--- src/design/rf_mode_pkg.sv ---
// Shared constants and types of the front-end operating-mode controller
package rf_mode_pkg;

    // ------------------------------------------------------------------
    // Register bus geometry and offsets
    // ------------------------------------------------------------------
    localparam int         ADDR_W        = 8;
    localparam int         DATA_W        = 8;
    localparam logic [7:0] OFS_OP_CTRL   = 8'h00;
    localparam logic [7:0] OFS_IO_CFG1   = 8'h01;
    localparam logic [7:0] OFS_IO_CFG2   = 8'h02;
    localparam logic [7:0] OFS_WU_CTRL   = 8'h03;
    localparam logic [7:0] OFS_REF_CAP   = 8'h04;
    localparam logic [7:0] OFS_REF_PHASE = 8'h05;
    localparam logic [7:0] OFS_REF_AMPL  = 8'h06;
    localparam logic [7:0] OFS_IRQ_STAT  = 8'h07;
    localparam logic [7:0] OFS_IRQ_MASK  = 8'h08;
    localparam logic [7:0] OFS_MODE_STAT = 8'h09;
    localparam logic [7:0] OFS_PT_RAM    = 8'h10;
    localparam logic [7:0] OFS_FIFO_DATA = 8'h14;
    localparam int         PT_RAM_DEPTH  = 4;

    // ------------------------------------------------------------------
    // Field positions
    // ------------------------------------------------------------------
    localparam int OP_EN_BIT    = 7;
    localparam int OP_RX_BIT    = 6;
    localparam int OP_TX_BIT    = 3;
    localparam int OP_WU_BIT    = 2;
    localparam int WU_PER_LSB   = 4;
    localparam int WU_PER_W     = 4;
    localparam int IRQ_OSC_BIT  = 0;
    localparam int IRQ_MEAS_LSB = 1;
    localparam int IRQ_ACC_BIT  = 4;
    localparam int IRQ_W        = 5;

    // ------------------------------------------------------------------
    // Reset values and timing
    // ------------------------------------------------------------------
    localparam logic [7:0]       OP_CTRL_RST  = 8'h00;
    localparam logic [7:0]       IO_CFG_RST   = 8'h00;
    localparam logic [7:0]       WU_CTRL_RST  = 8'h00;
    localparam logic [7:0]       REF_RST      = 8'h00;
    localparam logic [IRQ_W-1:0] IRQ_RST      = 5'h00;
    localparam logic [7:0]       RC_EDGES_PER_UNIT = 8'h08;

    // ------------------------------------------------------------------
    // Types
    // ------------------------------------------------------------------
    typedef enum logic [1:0] {
        MODE_POWER_DOWN,
        MODE_READY,
        MODE_WAKEUP
    } op_mode_t;

    typedef enum logic [1:0] {
        WU_IDLE,
        WU_CHECK,
        WU_WAIT
    } wu_state_t;

    typedef struct packed {
        logic [ADDR_W-1:0] addr;
        logic [DATA_W-1:0] wdata;
        logic              wr;
        logic              rd;
    } reg_req_t;

    typedef struct packed {
        logic osc_en;
        logic reg_en;
        logic aat_en;
        logic rx_en;
        logic tx_en;
        logic rc_osc_en;
    } power_ctl_t;

endpackage : rf_mode_pkg

--- src/design/rf_frontend_mode_control.sv ---
// Operating-mode controller: power-down, ready and wake-up modes
//
// Our own choices: the address-and-strobe port and the placing of the registers.
module rf_frontend_mode_control
    import rf_mode_pkg::*;
(
    input  wire logic              clk_i,
    input  wire logic              rst_n_i,
    input  wire reg_req_t          reg_req_i,
    output logic [DATA_W-1:0]      rdata_o,
    input  wire logic              osc_ok_i,
    input  wire logic              rc_clk_i,
    input  wire logic              meas_done_i,
    input  wire logic [7:0]        meas_value_i,
    input  wire logic [DATA_W-1:0] fifo_rdata_i,
    output power_ctl_t             power_ctl_o,
    output op_mode_t               mode_o,
    output logic                   meas_start_o,
    output logic [1:0]             meas_sel_o,
    output logic                   fifo_push_o,
    output logic                   fifo_pop_o,
    output logic [DATA_W-1:0]      fifo_wdata_o,
    output logic                   irq_o
);

    // ------------------------------------------------------------------
    // Helpers
    // ------------------------------------------------------------------
    function automatic op_mode_t decode_mode(input logic [7:0] op);
        if (op[OP_EN_BIT])
            decode_mode = MODE_READY;
        else if (op == (8'h01 << OP_WU_BIT))
            decode_mode = MODE_WAKEUP;
        else
            decode_mode = MODE_POWER_DOWN;
    endfunction : decode_mode

    function automatic logic ram_hit(input logic [ADDR_W-1:0] a);
        ram_hit = (a >= OFS_PT_RAM) && (a < OFS_PT_RAM + 8'(PT_RAM_DEPTH));
    endfunction : ram_hit

    // ------------------------------------------------------------------
    // Declarations
    // ------------------------------------------------------------------
    logic [7:0]       op_ctrl_reg;
    logic [7:0]       io_cfg1_reg;
    logic [7:0]       io_cfg2_reg;
    logic [7:0]       wu_ctrl_reg;
    logic [7:0]       ref_reg [3];
    logic [IRQ_W-1:0] irq_stat_reg;
    logic [IRQ_W-1:0] irq_stat_next;
    logic [IRQ_W-1:0] irq_mask_reg;
    logic [7:0]       pt_ram_reg [PT_RAM_DEPTH];
    op_mode_t         mode_reg;
    wu_state_t        wu_state_reg;
    logic [1:0]       sel_reg;
    logic [2:0]       osc_sync_reg;
    logic [2:0]       rc_sync_reg;
    logic [2:0]       done_sync_reg;
    logic [7:0]       val_meta_reg;
    logic [7:0]       val_sync_reg;
    logic             osc_rise;
    logic             rc_edge;
    logic             done_rise;
    logic             wu_tick;
    logic             cmp_fire;
    logic             cmp_diff;
    logic             wr_en;
    logic             rd_en;
    logic             ram_ok;
    logic             access_bad;
    logic [1:0]       ram_idx;
    logic [IRQ_W-1:0] irq_set;
    logic [IRQ_W-1:0] irq_clr;

    assign wr_en   = reg_req_i.wr;
    assign rd_en   = reg_req_i.rd;
    assign ram_idx = reg_req_i.addr[1:0];
    assign ram_ok  = op_ctrl_reg[OP_EN_BIT];

    // ------------------------------------------------------------------
    // Synchronisers for pins and the RC oscillator
    // ------------------------------------------------------------------
    always_ff @(posedge clk_i or negedge rst_n_i)
    begin
        if (!rst_n_i)
        begin
            osc_sync_reg  <= 3'h0;
            rc_sync_reg   <= 3'h0;
            done_sync_reg <= 3'h0;
            val_meta_reg  <= 8'h00;
            val_sync_reg  <= 8'h00;
        end
        else
        begin
            osc_sync_reg  <= {osc_sync_reg[1:0], osc_ok_i};
            rc_sync_reg   <= {rc_sync_reg[1:0], rc_clk_i};
            done_sync_reg <= {done_sync_reg[1:0], meas_done_i};
            // Value is held stable by the sensor while done is high
            val_meta_reg  <= meas_value_i;
            val_sync_reg  <= val_meta_reg;
        end
    end

    assign osc_rise  = osc_sync_reg[1] && !osc_sync_reg[2];
    assign rc_edge   = rc_sync_reg[1] && !rc_sync_reg[2];
    assign done_rise = done_sync_reg[1] && !done_sync_reg[2];

    // ------------------------------------------------------------------
    // Configuration registers
    // ------------------------------------------------------------------
    always_ff @(posedge clk_i or negedge rst_n_i)
    begin
        if (!rst_n_i)
        begin
            op_ctrl_reg  <= OP_CTRL_RST;
            io_cfg1_reg  <= IO_CFG_RST;
            io_cfg2_reg  <= IO_CFG_RST;
            wu_ctrl_reg  <= WU_CTRL_RST;
            ref_reg[0]   <= REF_RST;
            ref_reg[1]   <= REF_RST;
            ref_reg[2]   <= REF_RST;
            irq_mask_reg <= IRQ_RST;
        end
        else if (wr_en)
        begin
            // Accepted in every mode, power-down included
            case (reg_req_i.addr)
                OFS_OP_CTRL:   op_ctrl_reg  <= reg_req_i.wdata;
                OFS_IO_CFG1:   io_cfg1_reg  <= reg_req_i.wdata;
                OFS_IO_CFG2:   io_cfg2_reg  <= reg_req_i.wdata;
                OFS_WU_CTRL:   wu_ctrl_reg  <= reg_req_i.wdata;
                OFS_REF_CAP:   ref_reg[0]   <= reg_req_i.wdata;
                OFS_REF_PHASE: ref_reg[1]   <= reg_req_i.wdata;
                OFS_REF_AMPL:  ref_reg[2]   <= reg_req_i.wdata;
                OFS_IRQ_MASK:
                    irq_mask_reg <= reg_req_i.wdata[IRQ_W-1:0];
                default: ;
            endcase
        end
    end

    // ------------------------------------------------------------------
    // Passive target RAM and FIFO port
    // ------------------------------------------------------------------
    always_ff @(posedge clk_i or negedge rst_n_i)
    begin
        if (!rst_n_i)
        begin
            for (int i = 0; i < PT_RAM_DEPTH; i++)
                pt_ram_reg[i] <= 8'h00;
        end
        else if (wr_en && ram_hit(reg_req_i.addr) && ram_ok)
        begin
            pt_ram_reg[ram_idx] <= reg_req_i.wdata;
        end
    end

    always_ff @(posedge clk_i or negedge rst_n_i)
    begin
        if (!rst_n_i)
        begin
            fifo_push_o  <= 1'b0;
            fifo_pop_o   <= 1'b0;
            fifo_wdata_o <= 8'h00;
        end
        else
        begin
            // Refused while powered down: no strobe reaches the FIFO
            fifo_push_o <= wr_en && ram_ok
                           && (reg_req_i.addr == OFS_FIFO_DATA);
            fifo_pop_o  <= rd_en && ram_ok
                           && (reg_req_i.addr == OFS_FIFO_DATA);
            if (wr_en && (reg_req_i.addr == OFS_FIFO_DATA))
                fifo_wdata_o <= reg_req_i.wdata;
        end
    end

    assign access_bad = (wr_en || rd_en) && !ram_ok
                        && (ram_hit(reg_req_i.addr)
                            || reg_req_i.addr == OFS_FIFO_DATA);

    // ------------------------------------------------------------------
    // Read data, valid only in the cycle after the strobe
    // ------------------------------------------------------------------
    always_ff @(posedge clk_i or negedge rst_n_i)
    begin
        if (!rst_n_i)
            rdata_o <= 8'h00;
        else if (!rd_en)
            rdata_o <= 8'h00;
        else if (ram_hit(reg_req_i.addr))
            rdata_o <= ram_ok ? pt_ram_reg[ram_idx] : 8'h00;
        else
        begin
            case (reg_req_i.addr)
                OFS_OP_CTRL:   rdata_o <= op_ctrl_reg;
                OFS_IO_CFG1:   rdata_o <= io_cfg1_reg;
                OFS_IO_CFG2:   rdata_o <= io_cfg2_reg;
                OFS_WU_CTRL:   rdata_o <= wu_ctrl_reg;
                OFS_REF_CAP:   rdata_o <= ref_reg[0];
                OFS_REF_PHASE: rdata_o <= ref_reg[1];
                OFS_REF_AMPL:  rdata_o <= ref_reg[2];
                OFS_IRQ_STAT:  rdata_o <= {3'h0, irq_stat_reg};
                OFS_IRQ_MASK:  rdata_o <= {3'h0, irq_mask_reg};
                OFS_MODE_STAT:
                    rdata_o <= {5'h00, osc_sync_reg[2], 2'(mode_reg)};
                OFS_FIFO_DATA: rdata_o <= ram_ok ? fifo_rdata_i : 8'h00;
                default:       rdata_o <= 8'h00;
            endcase
        end
    end

    // ------------------------------------------------------------------
    // Mode and power controls
    // ------------------------------------------------------------------
    always_ff @(posedge clk_i or negedge rst_n_i)
    begin
        if (!rst_n_i)
        begin
            mode_reg    <= MODE_POWER_DOWN;
            mode_o      <= MODE_POWER_DOWN;
            power_ctl_o <= '0;
        end
        else
        begin
            mode_reg              <= decode_mode(op_ctrl_reg);
            mode_o                <= decode_mode(op_ctrl_reg);
            power_ctl_o.osc_en    <= op_ctrl_reg[OP_EN_BIT];
            power_ctl_o.reg_en    <= op_ctrl_reg[OP_EN_BIT];
            power_ctl_o.aat_en    <= op_ctrl_reg[OP_EN_BIT];
            // Receive and transmit paths need the oscillator running
            power_ctl_o.rx_en     <= op_ctrl_reg[OP_EN_BIT]
                                     && op_ctrl_reg[OP_RX_BIT];
            power_ctl_o.tx_en     <= op_ctrl_reg[OP_EN_BIT]
                                     && op_ctrl_reg[OP_TX_BIT];
            power_ctl_o.rc_osc_en <= (decode_mode(op_ctrl_reg)
                                      == MODE_WAKEUP);
        end
    end

    // ------------------------------------------------------------------
    // Wake-up measurement scheduling
    // ------------------------------------------------------------------
    wakeup_timer u_wakeup_timer (
        .clk_i     (clk_i),
        .rst_n_i   (rst_n_i),
        .run_i     (mode_reg == MODE_WAKEUP),
        .rc_edge_i (rc_edge),
        .period_i  (wu_ctrl_reg[WU_PER_LSB +: WU_PER_W]),
        .tick_o    (wu_tick)
    );

    assign cmp_fire = (wu_state_reg == WU_WAIT) && done_rise;
    assign cmp_diff = val_sync_reg != ref_reg[sel_reg];

    always_ff @(posedge clk_i or negedge rst_n_i)
    begin
        if (!rst_n_i)
        begin
            wu_state_reg <= WU_IDLE;
            sel_reg      <= 2'h0;
            meas_start_o <= 1'b0;
            meas_sel_o   <= 2'h0;
        end
        else
        begin
            meas_start_o <= 1'b0;
            if (mode_reg != MODE_WAKEUP)
                wu_state_reg <= WU_IDLE;
            else
            begin
                case (wu_state_reg)
                    WU_IDLE:
                        if (wu_tick)
                        begin
                            sel_reg      <= 2'h0;
                            wu_state_reg <= WU_CHECK;
                        end
                    WU_CHECK:
                        // Capacitive, phase, amplitude in that order
                        if (sel_reg == 2'h3)
                            wu_state_reg <= WU_IDLE;
                        else if (wu_ctrl_reg[sel_reg])
                        begin
                            meas_start_o <= 1'b1;
                            meas_sel_o   <= sel_reg;
                            wu_state_reg <= WU_WAIT;
                        end
                        else
                            sel_reg <= sel_reg + 2'h1;
                    WU_WAIT:
                        if (done_rise)
                        begin
                            sel_reg      <= sel_reg + 2'h1;
                            wu_state_reg <= WU_CHECK;
                        end
                    default: wu_state_reg <= WU_IDLE;
                endcase
            end
        end
    end

    // ------------------------------------------------------------------
    // Interrupt status, mask and output
    // ------------------------------------------------------------------
    always_comb
    begin
        irq_set = '0;
        irq_set[IRQ_OSC_BIT] = osc_rise && (mode_reg == MODE_READY);
        if (cmp_fire && cmp_diff)
            irq_set[IRQ_MEAS_LSB + int'(sel_reg)] = 1'b1;
        irq_set[IRQ_ACC_BIT] = access_bad;
        irq_clr = (wr_en && reg_req_i.addr == OFS_IRQ_STAT)
                  ? reg_req_i.wdata[IRQ_W-1:0] : '0;
        // A new event wins over a clear in the same cycle
        irq_stat_next = (irq_stat_reg & ~irq_clr) | irq_set;
    end

    always_ff @(posedge clk_i or negedge rst_n_i)
    begin
        if (!rst_n_i)
        begin
            irq_stat_reg <= IRQ_RST;
            irq_o        <= 1'b0;
        end
        else
        begin
            irq_stat_reg <= irq_stat_next;
            irq_o        <= |(irq_stat_next & irq_mask_reg);
        end
    end
endmodule : rf_frontend_mode_control

--- src/design/wakeup_timer.sv ---
// Wake-up timer counting edges of the low-power RC oscillator
module wakeup_timer
    import rf_mode_pkg::*;
(
    input  wire logic                clk_i,
    input  wire logic                rst_n_i,
    input  wire logic                run_i,
    input  wire logic                rc_edge_i,
    input  wire logic [WU_PER_W-1:0] period_i,
    output logic                     tick_o
);

    logic [7:0]          unit_cnt_reg;
    logic [WU_PER_W-1:0] per_cnt_reg;

    // Interval is (period + 1) units of RC edges
    always_ff @(posedge clk_i or negedge rst_n_i)
    begin
        if (!rst_n_i)
        begin
            unit_cnt_reg <= 8'h00;
            per_cnt_reg  <= '0;
            tick_o       <= 1'b0;
        end
        else
        begin
            tick_o <= 1'b0;
            if (!run_i)
            begin
                unit_cnt_reg <= 8'h00;
                per_cnt_reg  <= '0;
            end
            else if (rc_edge_i)
            begin
                if (unit_cnt_reg == RC_EDGES_PER_UNIT - 8'h01)
                begin
                    unit_cnt_reg <= 8'h00;
                    if (per_cnt_reg == period_i)
                    begin
                        per_cnt_reg <= '0;
                        tick_o      <= 1'b1;
                    end
                    else
                    begin
                        per_cnt_reg <= per_cnt_reg + 1'b1;
                    end
                end
                else
                begin
                    unit_cnt_reg <= unit_cnt_reg + 8'h01;
                end
            end
        end
    end

endmodule : wakeup_timer

--- config.mk ---
export PLATFORM = sky130hd
export DESIGN_NAME = rf_frontend_mode_control
export DESIGN_NICKNAME = d
export VERILOG_FILES = /design/src/design/rf_mode_pkg.sv /design/src/design/rf_frontend_mode_control.sv /design/src/design/wakeup_timer.sv
export SDC_FILE = /design/constraint.sdc
export NUM_CORES = 1
export LEC_CHECK = 0
export BUFFER_PORTS_ARGS = -buffer_cell sky130_fd_sc_hd__buf_2
export CORE_MARGIN = 10
export CORE_UTILIZATION = 45
export DETAILED_ROUTE_END_ITERATION = 6
export PLACE_DENSITY = 0.72
export SLEW_MARGIN = 20
export SYNTH_ARGS = -nofsm -noshare
export SYNTH_HDL_FRONTEND = slang
export SYNTH_SLANG_ARGS = --single-unit
--- constraint.sdc ---
create_clock -name clk_i -period 4.9 [get_ports clk_i]
set_input_delay 0.245 -clock clk_i [delete_from_list [all_inputs] [get_ports clk_i]]
set_output_delay 0.245 -clock clk_i [all_outputs]
set_load 0.01 [all_outputs]
After elaboration in Yosys (flattened, before gate mapping)
Cells that the tools add are included.
{"block": "word_totals", "ff_bits": 168, "latchBits": 0, "ramBits": 0, "romBits": 0, "inputBits": 39, "output_inout_bits": 30, "word_cells": 177, "mem_count": 0}
{"block": "classes", "addsub": 4, "multipliers": 0, "div_mod_pow": 0, "order_cmp": 8, "n_eq_ne": 30, "shifts": 0, "muxes": 48, "bitwise": 9, "reduce_logical": 43}
{"cell": "8-bit two-way mux", "n": 12}
{"cell": "8-bit one-hot mux with 11 select lines", "n": 1}
{"cell": "8-bit by 3-bit == test with 1-bit output (second input constant)", "n": 6}
{"cell": "8-bit binary-select mux with 2-bit select", "n": 2}
{"cell": "32-bit bitwise mux", "n": 1}
{"cell": "2-bit two-way mux", "n": 11}
{"cell": "1-bit logical AND", "n": 21}
{"cell": "4-bit two-way mux", "n": 5}
{"cell": "2-bit AND reduction", "n": 9}
{"cell": "8-bit demux with 2-bit select", "n": 1}
{"cell": "8-bit by 2-bit == test with 1-bit output (second input constant)", "n": 2}
{"cell": "8-bit by 4-bit == test with 1-bit output (second input constant)", "n": 2}
{"cell": "2-bit != test (second input constant)", "n": 6}
{"cell": "2-bit one-hot mux with 3 select lines", "n": 2}
{"cell": "5-bit AND", "n": 2}
{"cell": "1-bit two-way mux", "n": 10}
{"cell": "8-bit by 1-bit adder with 8-bit output (second input constant)", "n": 1}
{"cell": "2-bit == test (second input constant)", "n": 4}
{"cell": "8-bit by 1-bit == test with 1-bit output (second input constant)", "n": 1}
{"cell": "8-bit by 5-bit == test with 1-bit output (second input constant)", "n": 1}
{"cell": "8-bit by 5-bit greater-or-equal comparator with 1-bit output (second input constant)", "n": 1}
{"cell": "8-bit logical NOT", "n": 1}
{"cell": "8-bit by 5-bit less-than comparator with 1-bit output (second input constant)", "n": 1}
{"cell": "8-bit != test", "n": 1}
{"cell": "other kinds (29)", "n": 38}

Depth between registers and ports, before layout
{"block": "logic_depth", "ltp_word": 10, "mapped_depth": 7, "depth_no_buf": 7}

By module
A second synthesis with hierarchy kept.
{"block": "unflattened", "hier_cells": 667, "area_unflattened_um2": 8034.0}
{"mod": "rf_frontend_mode_control", "instances": 1, "cells_per_inst": 583, "area_per_inst_um2": 7270.7, "seq_area_each_um2": 3828.7}
{"mod": "wakeup_timer", "instances": 1, "cells_per_inst": 84, "area_per_inst_um2": 763.2, "seq_area_each_um2": 325.3}

Least setup slack after synthesis
OpenSTA, ideal clock, no wires.
{"block": "synth_timing", "path_type": "register -> register", "from": "register sel_reg[0]", "to": "register irq_o", "arrival_ps": 2017, "path_slack_ps": 2759, "stages_incl_launch_ff": 8, "path_cell_list": "dfrtp_1 buf_4 buf_4 mux2i_1 nor3b_1 o22ai_1 or4_1 a211o_1"}
{"block": "synth_via", "elab_chain_len": 10, "elab_cells_between_ends": 17}
{"item": "start, declared", "line_no": "rf_frontend_mode_control.sv:56", "source": "logic [1:0] sel_reg;"}
{"item": "start signal, assigned", "line_no": "rf_frontend_mode_control.sv:291", "source": "sel_reg <= sel_reg + 2'h1;"}
{"item": "start signal, assigned", "line_no": "rf_frontend_mode_control.sv:295", "source": "sel_reg <= sel_reg + 2'h1;"}
{"item": "1-bit by 2-bit adder with 3-bit output or 2-bit inverter with 3-bit output (tied branches)", "line_no": "rf_frontend_mode_control.sv:312, rf_frontend_mode_control.sv:255"}
{"item": "3-bit by 4-bit less-than comparator with 1-bit output (implied by the code), or another cell as far along", "line_no": "rf_frontend_mode_control.sv:312", "source": "irq_set[IRQ_MEAS_LSB + int'(sel_reg)] = 1'b1;"}
{"item": "1-bit logical AND (implied by the code) or 8-bit two-way mux (tied branches)", "line_no": "rf_frontend_mode_control.sv:312, rf_frontend_mode_control.sv:255"}
{"item": "1-bit two-way mux (implied by the code) or 8-bit two-way mux (tied branches)", "line_no": "rf_frontend_mode_control.sv:312, rf_frontend_mode_control.sv:255"}
{"item": "1-bit demux with 3-bit select or 8-bit != test (tied branches)", "line_no": "rf_frontend_mode_control.sv:312, rf_frontend_mode_control.sv:255"}
{"item": "1-bit by 4-bit OR with 4-bit output (no source line) or 1-bit logical AND (tied branches)"}
{"item": "4-bit two-way mux (*)", "line_no": "rf_frontend_mode_control.sv:311", "source": "if (cmp_fire && cmp_diff)"}
{"item": "5-bit OR (*)", "line_no": "rf_frontend_mode_control.sv:317", "source": "irq_stat_next = (irq_stat_reg & ~irq_clr) | irq_set;"}
{"item": "5-bit AND (*)", "line_no": "rf_frontend_mode_control.sv:330", "source": "irq_o <= |(irq_stat_next & irq_mask_reg);"}
{"item": "5-bit OR reduction (*)", "line_no": "rf_frontend_mode_control.sv:330"}
{"item": "end signal, assigned", "line_no": "rf_frontend_mode_control.sv:330"}
{"item": "end, declared", "line_no": "rf_frontend_mode_control.sv:23", "source": "output logic irq_o"}
Mark *: on every way between the ends. The rest lies on a longest branch, timed or not. The select of a mux whose other input is x is not followed.
A chain may end at the register's enable or synchronous reset.

Worst setup path after layout
{"block": "layout_timing", "from": "register sel_reg[1]", "to": "register irq_o"}
Same word-level chain as after synthesis.

==> results.yml <==
sta:
  fmax_ghz: 0.393
  period_share: 0.520
  maxSlewHeadroom: 0.260
  min_period_ns: 2.55
  rsz0062_at_grt: "no"
  fin_skew_ns: 0.0125
  finalSetupViolCount: 0
  finalSetupTns_ns: 0
  fin_ws_ns: 2.35
  maxSlewViolCount: 0
  worst_pin_slew_ns: 1.11
  hold_viol: 0
  whs_ns: 0.0813
synthesis:
  ys_warn_count: 0
  syn_area_mm2: 0.00805
  syn_nets: 707
  synthCells: 658
  yosysMostFrequentCell: "dfrtp_1"
  synth_cell_types: 69
  yosys_register_bits: 166
  ys_seq_area_frac: 0.516
  avgSynthCellArea_um2: 12.2
  yosys-top-cells-area: "dfrtp_1, mux2_2, nand2_1"
  synth_edf_count: 0
  dominantRegCellSynth: "dfrtp_1"
  async_flop_share: 1.00
  synth_top_area_cell: "dfrtp_1"
  yosys.area.top_type_share: 0.516
  synth_common_cells: "dfrtp_1, mux2_2, nand2_1"
setup_path:
  crit_path_end_kind: "register"
  worstSetupPathDepth: 5
  critPathMaxStageDelay_ns: 1.07
  path_buf_inv: 0
  start_kind: "register"
  crit_chain: "nand2b_1 > o221ai_1 > o22ai_1 > or4_1 > a211o_1"
  worstPathArrival_ns: 2.86
  crit_required_ns: 5.22
  critPathSlowestCell: "dfrtp_1"
  ff2ff_path_depth: 5
  cp_top_family: "flip-flops"
  path_class: "reg -> reg"
  crit_fanout: 37
placement:
  dp_cells: 914
  place_ws_ns: 2.11
  place_area_mm2: 0.00850
  hpwl_um: 14900
  io_buffers: 68
  routabilityCongestion: 0.971
cts:
  clk_path_buf_depth: 2
  clk_root_buffer_cell: "clkbuf_16"
  postCtsHoldBufs: 12
  cts_setup_buffers: 0
  cts_resized: 0
  cts_buffers: 17
  cts_htree_levels: 4
  clock-sinks: 166
  cts_tree: "yes"
  clk_pin_slew_ns: 0.07
  clk_latency_ns: 0.43
routing:
  vias_per_cell: 6.04
  drt_iter0_markers: 650
  dr.pass1.iters: 6
  drc: 0
  avgRoutedWirePerCell_um: 22.3
  ant_nets: 0
  drt_wl_total_um: 21400
  route.vias.total: 5785
die:
  start_util: 0.462
  rows: 48
  die-area_mm2: 0.0236
  die_x_um: 154
  fp.dieH_um: 154
  coreArea_mm2: 0.0174
  ioPinCount: 69
final_layout:
  n_antenna_cell: 0
  layoutNonFillerInstCount: 958
  design_area_mm2: 0.00925
  drive_gt1_frac: 0.330
  syn_to_final_growth_pct: 14.8
  utilization: 0.531
  largest_register_ffs: 32
  fin_nets: 769
status:
  status: "complete, no violations"
grt:
  grt_pass1_vias: 5999
  grt_usage: 0.182
  overflow: 0
  antenna_found_initial: 0
  grt_max_degree: 68
  grt_pass1_wl_um: 34200
power:
  leakagePower_nw: 4.29
  vdd_drop_max_uv: 253
  p_per_area_mw_per_mm2: 333
  finalPower_mw: 3.08
min_path:
  hold_depth: 3
  hp-class: "in -> reg"
run:
  cap_violations: 0
[worst paths after layout]
check | slack (ns) | start | endpoint
max reg2reg | 2.35 | sel_reg[1] | irq_o
max in group asynchronous | 3.33 | rst_n_i | sel_reg[0]
max | 2.35 | sel_reg[1] | irq_o
min | 0.08 | fifo_rdata_i[1] | rdata_o[1]
min in group asynchronous | 0.33 | rst_n_i | val_meta_reg[4]
min reg2reg | 0.35 | val_meta_reg[2] | val_sync_reg[2]
[layout make-up]
cell class	count	area, µm²
fill	1503	8170
sequential	166	4160
multi-input combinational	443	3670
timing repair buffer	82	482
clock buffer	18	439
tap	225	282
clock inverter	14	185
inverter	10	37.5
[placed cells by master (no fill, tap or decap), types with 12 or more instances in the layout]
master         count
dfrtp_1          165
mux2_2           107
buf_2             67
nand2_1           57
nor2_1            23
nand2b_1          23
clkbuf_16         17
nor2b_1           16
o21ai_0           16
mux2i_1           14
a21oi_1           13
dlygate4sd3_1     12
[tightest hold or removal path, stage by stage]
cell and delay [ns]:
buf_2 0.10, nand2_1 0.05, a31oi_1 0.08
[kinds of logic after synthesis]
group           Yosys count  synth area share
simple gates            195             0.146
flops                   166             0.516
mux                     130             0.192
compound gates          100            0.0923
buf+inv                  49            0.0291
fa+ha+maj                10            0.0155
xor+xnor                  8           0.00870
[power by group]
part           leakage, nW  switching (mW)  internal, mW
combinational         1.75           0.120        0.0783
sequential            2.23          0.0432          1.41
clock                0.304           0.594         0.832
[routing by layer]
| metal | up-vias | track usage | part of all wire |
|---|---|---|---|
| met5 | - | 0 | 0 |
| met4 | 0 | 0.0792 | 0.025 |
| met3 | 45 | 0.0485 | 0.080 |
| met2 | 264 | 0.287 | 0.47 |
| met1 | 2915 | 0.230 | 0.42 |
| li1 | 2561 | - | - |
Note: power is estimated with default switching activity, not from simulation.
